--- src/ctrf_pkg.sv ---
// Purpose: Shared constants for the cycle timer and upper request filter
// Assumes: 32-bit register words, byte offsets on the register port
// Notes: Timer fields are packed seconds | cycle index | in-cycle tick
package ctrf_pkg;

   // ------------------------------------------------------------
   // Register offsets
   // ------------------------------------------------------------
   localparam int CTRF_ADDR_W = 12;
   localparam logic [11:0] CTRF_OFS_CYCLE_TIME = 12'h0f0;
   localparam logic [11:0] CTRF_OFS_ACCEPT_SET = 12'h100;
   localparam logic [11:0] CTRF_OFS_ACCEPT_CLR = 12'h104;

   // ------------------------------------------------------------
   // Cycle timer field layout
   // ------------------------------------------------------------
   localparam int CTRF_SEC_LSB = 25;
   localparam int CTRF_SEC_W = 7;
   localparam int CTRF_CNT_LSB = 12;
   localparam int CTRF_CNT_W = 13;
   localparam int CTRF_TICK_W = 12;
   localparam logic [6:0] CTRF_SEC_ONE = 7'h01;
   localparam logic [12:0] CTRF_CNT_LAST = 13'h1f3f;
   localparam logic [12:0] CTRF_CNT_ONE = 13'h0001;
   localparam logic [12:0] CTRF_CNT_ZERO = 13'h0000;
   localparam logic [11:0] CTRF_TICK_LAST = 12'hbff;
   localparam logic [11:0] CTRF_TICK_ONE = 12'h001;
   localparam logic [11:0] CTRF_TICK_ZERO = 12'h000;

   // ------------------------------------------------------------
   // Reset values
   // ------------------------------------------------------------
   localparam logic [31:0] CTRF_TIMER_RST = 32'h0000_0000;
   localparam logic [31:0] CTRF_FILTER_RST = 32'h0000_0000;
   localparam logic [31:0] CTRF_RDATA_RST = 32'h0000_0000;

   // ------------------------------------------------------------
   // Filter layout and node identifiers
   // ------------------------------------------------------------
   localparam int CTRF_ALLBUS_BIT = 31;
   localparam int CTRF_BUS_LSB = 6;
   localparam int CTRF_BUS_W = 10;
   localparam int CTRF_NODE_W = 6;
   localparam logic [5:0] CTRF_NODE_BASE = 6'h20;
   localparam logic [5:0] CTRF_NODE_TOP = 6'h3e;
   localparam logic [5:0] CTRF_NODE_INVALID = 6'h3f;
   localparam logic [9:0] CTRF_BUS_LOCAL = 10'h3ff;

endpackage

--- src/ctrf_tmr_if.sv ---
// Purpose: Carries control and value between register logic and timer
// Assumes: Single clock domain
// Notes: ctl side drives commands, tmr side drives the count value
`timescale 1ns/10ps
interface ctrf_tmr_if;
   logic ce;
   logic sw_wr;
   logic [31:0] sw_data;
   logic cs_load;
   logic [31:0] cs_data;
   logic run;
   logic tick;
   logic ext_zero;
   logic [31:0] value;

   modport ctl (
      output ce, sw_wr, sw_data, cs_load, cs_data, run, tick, ext_zero,
      input value
   );
   modport tmr (
      input ce, sw_wr, sw_data, cs_load, cs_data, run, tick, ext_zero,
      output value
   );
endinterface

--- src/ctrf_cycle_timer.sv ---
// Purpose: Seconds / cycle index / in-cycle tick counter
// Assumes: tick is a one-cycle pulse at the 24.576 MHz rate
// Notes: Software write beats a cycle start load, which beats counting
`timescale 1ns/10ps
module ctrf_cycle_timer (
   // Clock and reset
   input wire logic i_mclk,
   input wire logic i_reset_n,
   // Timer control and value
   ctrf_tmr_if.tmr tif
);
   import ctrf_pkg::*;

   logic [31:0] value_r;
   logic [31:0] value_nxt;
   logic [CTRF_SEC_W-1:0] sec;
   logic [CTRF_CNT_W-1:0] cnt;
   logic [CTRF_TICK_W-1:0] tck;
   logic adv;

   assign tif.value = value_r;

   always_comb begin
      sec = value_r[CTRF_SEC_LSB +: CTRF_SEC_W];
      cnt = value_r[CTRF_CNT_LSB +: CTRF_CNT_W];
      tck = value_r[CTRF_TICK_W-1:0];
      adv = 1'b0;
      value_nxt = value_r;
      if (tif.sw_wr) begin
         value_nxt = tif.sw_data;
      end else if (tif.cs_load) begin
         value_nxt = tif.cs_data;
      end else if (tif.run) begin
         if (tif.ext_zero) begin
            tck = CTRF_TICK_ZERO;
            adv = 1'b1;
         end else if (tif.tick) begin
            if (tck == CTRF_TICK_LAST) begin
               tck = CTRF_TICK_ZERO;
               adv = 1'b1;
            end else begin
               tck = tck + CTRF_TICK_ONE;
            end
         end
         if (adv) begin
            if (cnt == CTRF_CNT_LAST) begin
               cnt = CTRF_CNT_ZERO;
               sec = sec + CTRF_SEC_ONE;
            end else begin
               cnt = cnt + CTRF_CNT_ONE;
            end
         end
         value_nxt = {sec, cnt, tck};
      end
   end

   always_ff @(posedge i_mclk or negedge i_reset_n) begin
      if (!i_reset_n) begin
         value_r <= CTRF_TIMER_RST;
      end else if (tif.ce) begin
         value_r <= value_nxt;
      end
   end

endmodule

--- src/ctrf_top.sv ---
// Purpose: Cycle timer register and upper asynchronous request filter
// Assumes: Register port, packet and cycle start strobes on i_mclk
// Notes: Only the external cycle reference pin is synchronised
//
// Function
// - Seconds field advances on each cycle index wrap, modulo 128.
// - Cycle index advances on each tick wrap, modulo 8000.
// - In-cycle tick counts 24.576 MHz periods modulo 3072.
// - External 8 kHz reference forces the tick field to zero.
// - As cycle master, send current timer value in cycle start.
// - When not master, load timer from each received cycle start.
// - Free-running keeps the timer counting without cycle starts.
// - Timer is readable and writable, and keeps counting after writes.
// - Every packet for physical or request queue is filtered by source.
// - Clear bit for local source means no acknowledge and no enqueue.
// - Per-node bits apply only to sources on the local bus.
// - Remote-bus requests accepted only when bit 31 is set.
// - Filter is set at 100h, cleared at 104h, resets to zero.
// - Bit n, for n up to 30, enables local node n plus 32.
// - Own node number 63 blocks transmit contexts.
// - Own bus number classifies sources as local or remote.
`timescale 1ns/10ps
module ctrf_top (
   // Clock, reset, enable
   input wire logic i_mclk,
   input wire logic i_reset_n,
   input wire logic i_ce,
   // Register port
   input wire logic [ctrf_pkg::CTRF_ADDR_W-1:0] i_addr,
   input wire logic [31:0] i_wdata,
   input wire logic i_wr,
   input wire logic i_rd,
   output logic [31:0] o_rdata,
   // Link configuration
   input wire logic i_cycle_master,
   input wire logic i_free_run,
   input wire logic i_ext_ref_en,
   input wire logic [ctrf_pkg::CTRF_BUS_W-1:0] i_local_bus_id,
   input wire logic [ctrf_pkg::CTRF_NODE_W-1:0] i_local_node_id,
   output logic o_tx_inhibit,
   // Cycle timing
   input wire logic i_cyc_tick,
   input wire logic i_ext_ref,
   // Cycle start transmit
   input wire logic i_cs_tx_req,
   output logic o_cs_tx_valid,
   output logic [31:0] o_cs_tx_data,
   // Cycle start receive
   input wire logic i_cs_rx_valid,
   input wire logic [31:0] i_cs_rx_data,
   // Receive packet filter
   input wire logic i_pkt_valid,
   input wire logic [15:0] i_pkt_src_id,
   output logic o_flt_valid,
   output logic o_flt_upper,
   output logic o_flt_accept
);
   import ctrf_pkg::*;

   // ------------------------------------------------------------
   // External reference synchroniser
   // ------------------------------------------------------------
   logic ext_s1_r;
   logic ext_s2_r;
   logic ext_s3_r;
   logic ext_edge;

   always_ff @(posedge i_mclk or negedge i_reset_n) begin
      if (!i_reset_n) begin
         ext_s1_r <= 1'b0;
         ext_s2_r <= 1'b0;
         ext_s3_r <= 1'b0;
      end else if (i_ce) begin
         ext_s1_r <= i_ext_ref;
         ext_s2_r <= ext_s1_r;
         ext_s3_r <= ext_s2_r;
      end
   end

   // Rising edge seen only past the second stage
   assign ext_edge = ext_s2_r & ~ext_s3_r;

   // ------------------------------------------------------------
   // Cycle timer
   // ------------------------------------------------------------
   ctrf_tmr_if tif ();

   logic wr_timer;

   assign wr_timer = i_wr && (i_addr == CTRF_OFS_CYCLE_TIME);
   assign tif.ce = i_ce;
   assign tif.sw_wr = wr_timer;
   assign tif.sw_data = i_wdata;
   assign tif.cs_load = i_cs_rx_valid && !i_cycle_master;
   assign tif.cs_data = i_cs_rx_data;
   assign tif.run = i_cycle_master || i_free_run;
   assign tif.tick = i_cyc_tick;
   assign tif.ext_zero = i_ext_ref_en && ext_edge;

   ctrf_cycle_timer u_timer (
      .i_mclk(i_mclk),
      .i_reset_n(i_reset_n),
      .tif(tif)
   );

   // ------------------------------------------------------------
   // Request filter register and read port
   // ------------------------------------------------------------
   logic [31:0] flt_r;
   logic [31:0] flt_nxt;
   logic [31:0] rdata_r;
   logic [31:0] rdata_nxt;

   always_comb begin
      flt_nxt = flt_r;
      if (i_wr && (i_addr == CTRF_OFS_ACCEPT_SET)) begin
         flt_nxt = flt_r | i_wdata;
      end
      if (i_wr && (i_addr == CTRF_OFS_ACCEPT_CLR)) begin
         flt_nxt = flt_r & ~i_wdata;
      end
      rdata_nxt = CTRF_RDATA_RST;
      if (i_rd) begin
         unique case (i_addr)
            CTRF_OFS_CYCLE_TIME: begin
               rdata_nxt = tif.value;
            end
            CTRF_OFS_ACCEPT_SET, CTRF_OFS_ACCEPT_CLR: begin
               rdata_nxt = flt_r;
            end
            default: begin
               rdata_nxt = CTRF_RDATA_RST;
            end
         endcase
      end
   end

   always_ff @(posedge i_mclk or negedge i_reset_n) begin
      if (!i_reset_n) begin
         flt_r <= CTRF_FILTER_RST;
         rdata_r <= CTRF_RDATA_RST;
      end else if (i_ce) begin
         flt_r <= flt_nxt;
         rdata_r <= rdata_nxt;
      end
   end

   assign o_rdata = rdata_r;

   // ------------------------------------------------------------
   // Source filter decision
   // ------------------------------------------------------------
   logic [CTRF_BUS_W-1:0] src_bus;
   logic [CTRF_NODE_W-1:0] src_node;
   logic src_local;
   logic src_upper;
   logic flt_valid_r;
   logic flt_valid_nxt;
   logic flt_upper_r;
   logic flt_upper_nxt;
   logic flt_accept_r;
   logic flt_accept_nxt;

   always_comb begin
      src_bus = i_pkt_src_id[CTRF_BUS_LSB +: CTRF_BUS_W];
      src_node = i_pkt_src_id[CTRF_NODE_W-1:0];
      src_local = (src_bus == CTRF_BUS_LOCAL) || (src_bus == i_local_bus_id);
      src_upper = (src_node >= CTRF_NODE_BASE) && (src_node <= CTRF_NODE_TOP);
      flt_valid_nxt = i_pkt_valid;
      flt_upper_nxt = 1'b0;
      flt_accept_nxt = 1'b0;
      if (i_pkt_valid) begin
         if (src_local) begin
            flt_upper_nxt = src_upper;
            flt_accept_nxt = src_upper && flt_nxt[src_node[4:0]];
         end else begin
            flt_upper_nxt = 1'b1;
            flt_accept_nxt = flt_nxt[CTRF_ALLBUS_BIT];
         end
      end
   end

   always_ff @(posedge i_mclk or negedge i_reset_n) begin
      if (!i_reset_n) begin
         flt_valid_r <= 1'b0;
         flt_upper_r <= 1'b0;
         flt_accept_r <= 1'b0;
      end else if (i_ce) begin
         flt_valid_r <= flt_valid_nxt;
         flt_upper_r <= flt_upper_nxt;
         flt_accept_r <= flt_accept_nxt;
      end
   end

   assign o_flt_valid = flt_valid_r;
   assign o_flt_upper = flt_upper_r;
   assign o_flt_accept = flt_accept_r;

   // ------------------------------------------------------------
   // Cycle start transmit and node status
   // ------------------------------------------------------------
   logic cs_tx_valid_r;
   logic cs_tx_valid_nxt;
   logic [31:0] cs_tx_data_r;
   logic [31:0] cs_tx_data_nxt;
   logic tx_inhibit_r;
   logic tx_inhibit_nxt;

   always_comb begin
      cs_tx_valid_nxt = i_cs_tx_req && i_cycle_master;
      cs_tx_data_nxt = cs_tx_data_r;
      if (cs_tx_valid_nxt) begin
         cs_tx_data_nxt = tif.value;
      end
      tx_inhibit_nxt = (i_local_node_id == CTRF_NODE_INVALID);
   end

   always_ff @(posedge i_mclk or negedge i_reset_n) begin
      if (!i_reset_n) begin
         cs_tx_valid_r <= 1'b0;
         cs_tx_data_r <= CTRF_TIMER_RST;
         tx_inhibit_r <= 1'b0;
      end else if (i_ce) begin
         cs_tx_valid_r <= cs_tx_valid_nxt;
         cs_tx_data_r <= cs_tx_data_nxt;
         tx_inhibit_r <= tx_inhibit_nxt;
      end
   end

   assign o_cs_tx_valid = cs_tx_valid_r;
   assign o_cs_tx_data = cs_tx_data_r;
   assign o_tx_inhibit = tx_inhibit_r;

endmodule

--- config.mk ---
export PLATFORM = sky130hd
export DESIGN_NAME = ctrf_top
export DESIGN_NICKNAME = d
export VERILOG_FILES = /design/src/ctrf_pkg.sv /design/src/ctrf_tmr_if.sv /design/src/ctrf_cycle_timer.sv /design/src/ctrf_top.sv
export SDC_FILE = /design/constraint.sdc
export NUM_CORES = 1
export LEC_CHECK = 0
export BUFFER_PORTS_ARGS = -buffer_cell sky130_fd_sc_hd__buf_2
export CELL_PAD_IN_SITES_DETAIL_PLACEMENT = 1
export CELL_PAD_IN_SITES_GLOBAL_PLACEMENT = 2
export CORE_AREA = 2 2 156 158
export DETAILED_ROUTE_END_ITERATION = 10
export DIE_AREA = 0 0 158 160
export GPL_TIMING_DRIVEN = 0
export PLACE_DENSITY = 0.78
export REMOVE_ABC_BUFFERS = 1
export SYNTH_ARGS = -nofsm -noshare
export SYNTH_HDL_FRONTEND = slang
export SYNTH_SLANG_ARGS = --single-unit
--- constraint.sdc ---
create_clock -name i_mclk -period 2.7 [get_ports i_mclk]
set_input_delay 0.135 -clock i_mclk [delete_from_list [all_inputs] [get_ports i_mclk]]
set_output_delay 0.135 -clock i_mclk [all_outputs]
set_load 0.005 [all_outputs]
==> out/metrics.yaml, run 1 <==
status: "complete, no violations"
synthTopCellsByCount: "dfrtp_1, nand2_1, o21ai_0"
power_frac_comb_pct: 20.0
rr_startpoint: "u_timer.tif.value[13]"
holdWs_ns: 0.00984
drive_above_1_share_pct: 30.1
hold_start: "i_wdata[15]"
yosys_warnings: 0
cp-end-kind: "register"
rows: 57
grt.total_usage_pct: 21.8
whs_path_depth: 3
drv_slew: 0
finalNetCount: 1101
p_leak_uw: 0.00424
fmax_ghz: 0.380
synth-simple-area-share_pct: 14.6
rr_endpoint: "u_timer.tif.value[25]"
routedWlPerCell_um: 20.4
final-instance-count-excl-fill: 1314
cts_sinks: 136
place_inst: 1262
yosysMostFrequentCell: "dfrtp_1"
crit_chain: "ha_1 > nand3_1 > nor4_4 > nor2_1 > a21o_4 > a211o_1"
drtIter0Drc: 411
grt_pass1_wl_mm: 42.0
layout_worst_path_cycle_share_pct: 97.5
async_reset_ff_share_pct: 100
p_total_uw: 6680
swShare_pct: 30.5
start_util_pct: 31.1
synth_top_area_cell: "dfrtp_1"
final-hold-violation-count: 0
vias: 6998
io-pin-count: 190
cap_viol_max_count: 0
die_area_um2: 25300
syn_inst: 797
cts-root-buf: "clkbuf_16"
r2r_slack_ns: 0.07
dp_hpwl_mm: 18.6
die_height_um: 160
finalSetupViolCount: 0
skew_ns: 0.0123
grt_pass1_vias: 7185
ir_drop_uv: 358
synth_top_family_by_area: "compound AO/OA/AOI/OAI gates"
reg2regPathDepth: 6
p_switching_uw: 2040
worstSetupPathType: "register to register"
first_pass_iters: 5
seq_area_frac_synth_pct: 45.9
synth_xor_xnor_area_share_pct: 3.90
period_minus_slack_ns: 2.63
cpLargestDelayFamily: "simple AND/OR/NAND/NOR gates"
fin_setup_tns_ns: 0
pwr-share-clk_pct: 38.0
cts_buffer_depth: 2
cts_tree: "built"
synthMuxAreaShare_pct: 5.14
crit_path_max_fanout: 15
yosys_register_bits: 136
drc: 0
cp.depth: 6
n_antenna_cell: 0
syn_area_um2: 7420
grt_max_degree: 79
cp_num_buf_inv: 0
synth_area_leaders: "dfrtp_1, nand2_1, o21ai_0, mux2_2, a22oi_1"
route.final.wire_length_mm: 26.8
antenna_found_initial: 0
critPathMaxStageDelay_ns: 0.57
dieWidth_um: 158
min_to: "flt_r[15]"
clock_latency_ns: 0.43
cp-start-kind: "register"
p_int_uw: 4650
tightest_slew_ns: 1.25
synthToLayoutAreaGrowth_pct: 29.0
viasPerCell: 5.33
relSlewSlack_pct: 16.8
yosysTopAreaCellShare_pct: 45.9
synth_edf_count: 0
core_area_um2: 23800
slowest_stage: "nor4_4"
synth.distinct_cells: 60
rsz0062_at_grt: "false"
seq_power_share_pct: 41.9
synth_compound_area_share_pct: 24.1
gp_congestion: 0.749
worstPathArrival_ns: 2.94
antenna_left: 0
ctsHtreeMaxLevel: 4
avgSynthCellArea_um2: 9.31
p_per_area_nw_per_um2: 699
gr-total-overflow: 0
fin_util_pct: 40.2
clkSlewWorstSetupHoldPaths_ns: 0.06
port_buffers: 189
synth_fa_ha_area_share_pct: 0.506
min_path_type: "primary input to register"
crit_required_ns: 3.01
synthFlopType: "dfrtp_1"
cts_buffers: 17
## worst max path at each step
stage	from	endpoint	slack, ns
floorplan	i_addr[1]	u_timer.tif.value[25]	-0.96
global placement	i_addr[1]	o_rdata[28]	-2.92
detailed placement	i_addr[1]	flt_r[26]	-0.99
CTS	ext_s2_r	u_timer.tif.value[25]	0.002
global route	u_timer.tif.value[13]	u_timer.tif.value[25]	0.01
finish	u_timer.tif.value[13]	u_timer.tif.value[25]	0.07
## registers in the layout, indices dropped and copies added, names as in the netlist
register / cells
flt_r: 32
ext_s2_r: 1
o_flt_upper: 1
o_tx_inhibit: 1
o_flt_valid: 1
ext_s3_r: 1
o_rdata: 32
u_timer.tif.value: 32
ext_s1_r: 1
o_flt_accept: 1
o_cs_tx_data: 32
o_cs_tx_valid: 1
## layout make-up
cell class	instances	area [µm²]
clock inverter	14	195
inverter	43	161
timing repair buffer	219	1310
tap	324	405
clock buffer	18	429
sequential	136	3400
multi-input combinational	560	3660
fill	2854	14300
## power by group through the flow
stage / Clock [µW] / Combinational (µW) / Sequential [µW]
floorplan: 0 / 721 / 2740
global placement: 0 / 1260 / 2820
detailed placement: 0 / 1310 / 2840
CTS: 2600 / 1330 / 2800
global route: 2670 / 1510 / 2870
finish: 2540 / 1340 / 2800
## layer usage
metal  track usage (%)  up-vias  wire length, µm
li1                  -     3267                -
met1              29.1     3517            12200
met2              36.1      190            13000
met3              3.77       24             1230
met4              6.31        0              364
met5                 0        -                0
## cell usage in the layout, fill, tap and decap left out, types with 5 or more instances in the layout
cell type        n
a221oi_1        17
a311oi_1         5
nand3_1         13
o21ai_1          6
xnor2_1         13
mux2_2          33
nand4_1          7
o22ai_1         35
inv_1           43
o21ai_0         88
a21oi_1         14
dlygate4sd3_1   10
a211oi_1        10
a21o_1          10
nand2_1        131
xor2_1          20
nor4_1           9
and3_1           6
a221o_1         16
nor2_1          19
a22oi_1         32
dfrtp_1        136
clkbuf_16       17
buf_6            7
nand2b_1         5
buf_4            8
a21boi_0        13
buf_2          188
## what timing repair did
item / CTS / global route
gates cloned: 0 / 1
setup endpoints to repair: 43 / 2
pin swaps: 2 / 3
endpoints found under the hold margin: 67 / 0
hold buffers: 10 / 0
resized for setup: 4 / 2
buffers inserted: 2 / 7
## cells by family after synthesis
| family | count (synthesis) |
|---|---|
| multiplexers | 34 |
| adder cells (fa/ha/maj) | 3 |
| AO/OA/AOI/OAI | 266 |
| AND/OR/NAND/NOR | 223 |
| flip-flops | 136 |
| XOR/XNOR | 33 |
| buffers and inverters | 102 |
## worst register-to-register path: stages, from the launching register on
cell and delay, ns:
dfrtp_1 0.44, ha_1 0.23, nand3_1 0.27, nor4_4 0.57
nor2_1 0.32, a21o_4 0.37, a211o_1 0.31
## through the flow
stage | setup WS (ns) | cell area, µm²
global placement | -2.92 | 8500
detailed placement | -0.986 | 8720
finish | 0.0680 | 9570
CTS | 0.00157 | 9480
global route | 0.0112 | 9570
floorplan | -0.959 | 7150
No activity file was read; power rests on OpenSTA's default activity.
==> run 2: changes to the inputs <==
--- a/config.mk
+++ b/config.mk
@@ -9,9 +9,11 @@
 export CELL_PAD_IN_SITES_DETAIL_PLACEMENT = 1
 export CELL_PAD_IN_SITES_GLOBAL_PLACEMENT = 2
 export CORE_AREA = 2 2 156 158
+export CTS_CLUSTER_DIAMETER = 50
 export DETAILED_ROUTE_END_ITERATION = 10
 export DIE_AREA = 0 0 158 160
 export GPL_TIMING_DRIVEN = 0
+export MAX_ROUTING_LAYER = met4
 export PLACE_DENSITY = 0.78
 export REMOVE_ABC_BUFFERS = 1
 export SYNTH_ARGS = -nofsm -noshare
==> out/metrics.yaml, run 2 (synthesis results as in run 1) <==
status: "complete, no violations"
die_area_um2: 25300  # unchanged
grt_pass1_vias: 7208  # +0.32%
gr-total-overflow: 0  # unchanged
drc: 0  # unchanged
layout_worst_path_cycle_share_pct: 98.4  # +0.95 points
whs_path_depth: 3  # unchanged
finalNetCount: 1099  # -0.18%
routedWlPerCell_um: 20.4  # +0.22%
n_fill_cell: 2854  # unchanged
n_antenna_cell: 0  # unchanged
io-pin-count: 190  # unchanged
cap_viol_max_count: 0  # unchanged
grt_max_degree: 79  # unchanged
fin_util_pct: 40.1  # -0.063 points
final-hold-violation-count: 0  # unchanged
r2r_slack_ns: 0.04  # -0.03 ns
drtIter0Drc: 366  # -11%
port_buffers: 189  # unchanged
drive_above_1_share_pct: 30.0  # -0.14 points
synthToLayoutAreaGrowth_pct: 28.8
ctsHtreeMaxLevel: 4  # unchanged
reg2regPathDepth: 6  # unchanged
cp-start-kind: "register"
ir_drop_uv: 359  # +0.20%
rows: 57  # unchanged
worst_slack_ns: 0.0423  # -0.0257 ns
start_util_pct: 31.1  # unchanged
grt.total_usage_pct: 22.4  # +0.64 points
grt_pass1_wl_mm: 41.9  # about the same
finalSetupViolCount: 0  # unchanged
core_area_um2: 23800  # unchanged
cts_buffer_depth: 2  # unchanged
cts_tree: "built"
cts_sinks: 136  # unchanged
dieWidth_um: 158  # unchanged
hold_start: "i_wdata[15]"
dp_hpwl_mm: 18.6  # unchanged
layout_common_cells: "buf_2, dfrtp_1, nand2_1, o21ai_0, inv_1"
relSlewSlack_pct: 17.9  # +1.1 points
p_leak_uw: 0.00423  # -0.21%
p_per_area_nw_per_um2: 700  # +0.19%
clkSlewWorstSetupHoldPaths_ns: 0.06  # about the same
skew_ns: 0.0124  # +0.000120 ns
rr_endpoint: "u_timer.tif.value[25]"
min_to: "flt_r[15]"
fmax_ghz: 0.376  # -0.97%
gp_congestion: 0.759  # +1.3%
tightest_slew_ns: 1.23  # -0.0163 ns
clock_latency_ns: 0.43  # about the same
viasPerCell: 5.31  # -0.22%
rr_startpoint: "u_timer.tif.value[13]"
worstPathArrival_ns: 2.96  # +0.02 ns
worstSetupPathType: "register to register"
first_pass_iters: 5  # unchanged
period_minus_slack_ns: 2.66  # +0.0257 ns
antenna_found_initial: 0  # unchanged
drv_slew: 0  # unchanged
vias: 6972  # -0.37%
die_height_um: 160  # unchanged
route.final.wire_length_mm: 26.8  # about the same
crit_path_max_fanout: 15  # unchanged
rsz0062_at_grt: "false"
cts_buffers: 17  # unchanged
crit_required_ns: 3.01  # about the same
final_common_cell: "buf_2"
cts-root-buf: "clkbuf_16"
cp-end-kind: "register"
pre_cts_ws_ns: -0.986  # unchanged
min_path_type: "primary input to register"
antenna_left: 0  # unchanged
## run 2: worst max path at each step
stage | start | to | cells past startpoint
after detailed placement | i_addr[1] | flt_r[26] | 8
after floorplan | i_addr[1] | u_timer.tif.value[25] | 6
after global routing | u_timer.tif.value[13] | u_timer.tif.value[25] | 6
after global placement | i_addr[1] | o_rdata[28] | 6
final | u_timer.tif.value[13] | u_timer.tif.value[25] | 6
after CTS | ext_s2_r | u_timer.tif.value[25] | 7
## run 2: repair_timing
| action | 4_1_cts | 5_1_grt |
|---|---|---|
| resized for setup | 4 | 2 |
| pin swaps | 2 | 3 |
| gates cloned | 0 | 1 |
| endpoints found under the setup margin | 43 | 2 |
| setup buffers | 2 | 5 |
| hold buffers | 10 | 0 |
| hold endpoints to repair | 67 | 0 |
## run 2: area by class of cell
type | count | area [µm²] | share of cell area [%]
well taps | 324 | 405 | 4.24
flip-flops and latches | 136 | 3400 | 35.6
inverters | 43 | 161 | 1.69
repair buffers | 217 | 1300 | 13.6
clock inverters | 14 | 195 | 2.04
clock buffers | 18 | 429 | 4.49
multi-input cells | 560 | 3660 | 38.3
## run 2: critical path: stages (launching register included)
cell	delay, ns
dfrtp_1	0.44
ha_1	0.23
nand3_1	0.28
nor4_4	0.58
nor2_1	0.33
a21o_4	0.37
a211o_1	0.31
## run 2: where the power goes
part | switching [µW] | internal (µW)
registers | 405 | 2400
logic | 644 | 690
clock network | 993 | 1560
## run 2: metal layers
layer	GRT usage, %	vias to the layer above	part of all wire, %
li1	-	3257	-
met2	36.2	204	48
met4	6.31	0	1.5
met5	-	-	0
met1	29.3	3483	46
met3	3.36	28	4.6
## run 2: metrics by stage
stage          hold WS, ns  cells  area (µm²)  power (µW)  TNS [ns]
2_1_floorplan       -0.161    738        7150        3460    -36.92
3_3_place_gp         0.376   1251        8500        4080   -329.81
3_5_place_dp         0.165   1262        8720        4150    -37.37
4_1_cts            0.00120   1306        9480        6740         0
5_1_grt             0.0303   1312        9550        7050         0
6_report           0.00915   1312        9550        6690         0
==> run 3: changes to the inputs <==
--- a/config.mk
+++ b/config.mk
@@ -8,13 +8,13 @@
 export BUFFER_PORTS_ARGS = -buffer_cell sky130_fd_sc_hd__buf_2
 export CELL_PAD_IN_SITES_DETAIL_PLACEMENT = 1
 export CELL_PAD_IN_SITES_GLOBAL_PLACEMENT = 2
-export CORE_AREA = 2 2 156 158
+export CORE_AREA = 2 2 163 165
 export CTS_CLUSTER_DIAMETER = 50
 export DETAILED_ROUTE_END_ITERATION = 10
-export DIE_AREA = 0 0 158 160
+export DIE_AREA = 0 0 165 167
 export GPL_TIMING_DRIVEN = 0
 export MAX_ROUTING_LAYER = met4
-export PLACE_DENSITY = 0.78
+export PLACE_DENSITY = 0.75
 export REMOVE_ABC_BUFFERS = 1
 export SYNTH_ARGS = -nofsm -noshare
 export SYNTH_HDL_FRONTEND = slang
==> constraint.sdc (replaced) <==
create_clock -name i_mclk -period 2.4 [get_ports i_mclk]
set_input_delay 0.12 -clock i_mclk [delete_from_list [all_inputs] [get_ports i_mclk]]
set_output_delay 0.12 -clock i_mclk [all_outputs]
set_load 0.005 [all_outputs]
==> out/metrics.yaml, run 3 (synthesis results as in run 1) <==
antenna_left: 0  # unchanged
vias: 7052  # +1.1%
cts-root-buf: "clkbuf_16"
fmax_ghz: 0.419  # +11%
min_path_type: "primary input to register"
worstSetupPathType: "register to register"
cp-end-kind: "register"
final-hold-violation-count: 0  # unchanged
p_total_uw: 7830  # +17%
finalNetCount: 1119  # +1.8%
clock_latency_ns: 0.43  # about the same
gp_congestion: 0.755  # -0.50%
p_leak_uw: 0.00435  # +2.6%
antenna_found_initial: 1  # +1
start_util_pct: 28.8  # -2.3 points
ir_drop_uv: 410  # +14%
drc: 0  # unchanged
route.final.wire_length_mm: 27.5  # +2.4%
viasPerCell: 5.25  # -1.3%
grt_pass1_vias: 7189  # -0.26%
layout_worst_path_cycle_share_pct: 99.4  # +1.0 points
cts_buffer_depth: 2  # unchanged
worstPathArrival_ns: 2.69  # -0.27 ns
tightest_slew_ns: 1.19  # -0.0456 ns
crit_path_max_fanout: 15  # unchanged
layout_common_cells: "buf_2, dfrtp_1, nand2_1, o21ai_0, inv_1"
drive_above_1_share_pct: 31.2  # +1.2 points
dp_hpwl_mm: 19.1  # +2.3%
final_common_cell: "buf_2"
grt_pass1_wl_mm: 42.0  # +0.16%
grt.total_usage_pct: 20.6  # -1.8 points
first_pass_iters: 4  # -1
clkSlewWorstSetupHoldPaths_ns: 0.07  # about the same
drtIter0Drc: 366  # unchanged
crit_required_ns: 2.71  # -0.30 ns
routedWlPerCell_um: 20.4  # about the same
ctsHtreeMaxLevel: 4  # unchanged
synthToLayoutAreaGrowth_pct: 32.7
io-pin-count: 190  # unchanged
status: "complete, no violations"
relSlewSlack_pct: 21.0  # +3.0 points
grt_max_degree: 78  # -1.3%
cts_sinks: 136  # unchanged
n_fill_cell: 3032  # +6.2%
rows: 59  # +3.5%
finalSetupViolCount: 0  # unchanged
port_buffers: 189  # unchanged
gr-total-overflow: 0  # unchanged
skew_ns: 0.0180  # +0.00565 ns
fin_util_pct: 38.2  # -1.9 points
dieWidth_um: 165  # +4.4%
drv_slew: 0  # unchanged
core_area_um2: 25800  # +8.2%
rsz0062_at_grt: "true"
cts_tree: "built"
die_area_um2: 27600  # +9.0%
cp-start-kind: "register"
p_per_area_nw_per_um2: 796  # +14%
die_height_um: 167  # +4.4%
cts_buffers: 17  # unchanged
period_minus_slack_ns: 2.39  # -0.271 ns
cap_viol_max_count: 0  # unchanged
-- run 3: cell count changes in the layout (fill, tap and decap cells not counted), moves of 2 or more --
cell           previous run  this run
dlygate4sd3_1            10        21
buf_4                     6        13
dfrtp_1                 136       132
dfrtp_2                   0         4
buf_6                     7         9
bufinv_16                 4         6
clkinv_2                  3         1
inv_6                     4         2
nor2_1                   19        17
nor2_2                    0         2
-- run 3: metrics by stage --
stage	hold slack (ns)	area (µm²)	worst slack [ns]	TNS, ns	std cells
2_1_floorplan	-0.176	7150	-1.24	-64.14	738
3_3_place_gp	0.359	8510	-3.09	-394.48	1262
3_5_place_dp	0.222	8760	-0.848	-30.98	1275
4_1_cts	0.0000350	9730	-0.103	-0.103	1332
5_1_grt	0.0193	9840	-0.0620	-0.0620	1344
6_report	0.0190	9840	0.0136	0	1344
-- run 3: worst paths after layout --
path	start	slack, ns	depth (start not counted)	endpoint
max	u_timer.tif.value[1]	0.01	7	u_timer.tif.value[25]
min	i_wdata[16]	0.02	3	flt_r[16]
max reg2reg	u_timer.tif.value[1]	0.01	7	u_timer.tif.value[25]
min reg2reg	o_cs_tx_data[11]	0.49	2	o_cs_tx_data[11]
max in group asynchronous	i_reset_n	1.32	3	o_rdata[14]
min in group asynchronous	i_reset_n	0.28	2	o_cs_tx_data[0]
-- run 3: cell type report --
type / instances / area, µm² / area share [%]
Antenna cell: 1 / 2.50 / 0.0254
Multi-Input combinational cell: 561 / 3690 / 37.5
Sequential cell: 136 / 3410 / 34.6
Tap cell: 335 / 419 / 4.26
Timing Repair Buffer: 236 / 1480 / 15.0
Clock buffer: 18 / 439 / 4.46
Clock inverter: 14 / 244 / 2.48
Inverter: 43 / 161 / 1.64
-- run 3: layer usage --
| metal | wire [µm] | global-route usage, % |
|---|---|---|
| met1 | 12700 | 27.2 |
| met2 | 13400 | 33.2 |
| met3 | 1090 | 3.06 |
| met4 | 357 | 5.26 |
| met5 | 0 | - |
-- run 3: where the power goes --
part	internal [µW]	leakage [µW]	switching (µW)	total [µW]
Clock	1990	0.000327	1120	3110
Combinational	809	0.00220	744	1550
Sequential	2700	0.00182	472	3170
Total	5500	0.00435	2330	7830
-- run 3: repair_timing --
item                       in CTS  in global routing
hold buffers                   21                  0
setup endpoints to repair      22                 12
pin swaps                       3                  4
setup buffers                   3                 10
hold endpoints to repair       95                  0
gates resized for setup        11                  5
gates cloned                    1                  1
-- run 3: worst max-delay path, stage by stage, from the launching register on --
cell and delay (ns):
dfrtp_2 0.43, ha_4 0.19, and3_1 0.16, nand4_1 0.19, o31a_4 0.40, a21o_4 0.30
a21o_4 0.28, a211o_1 0.30
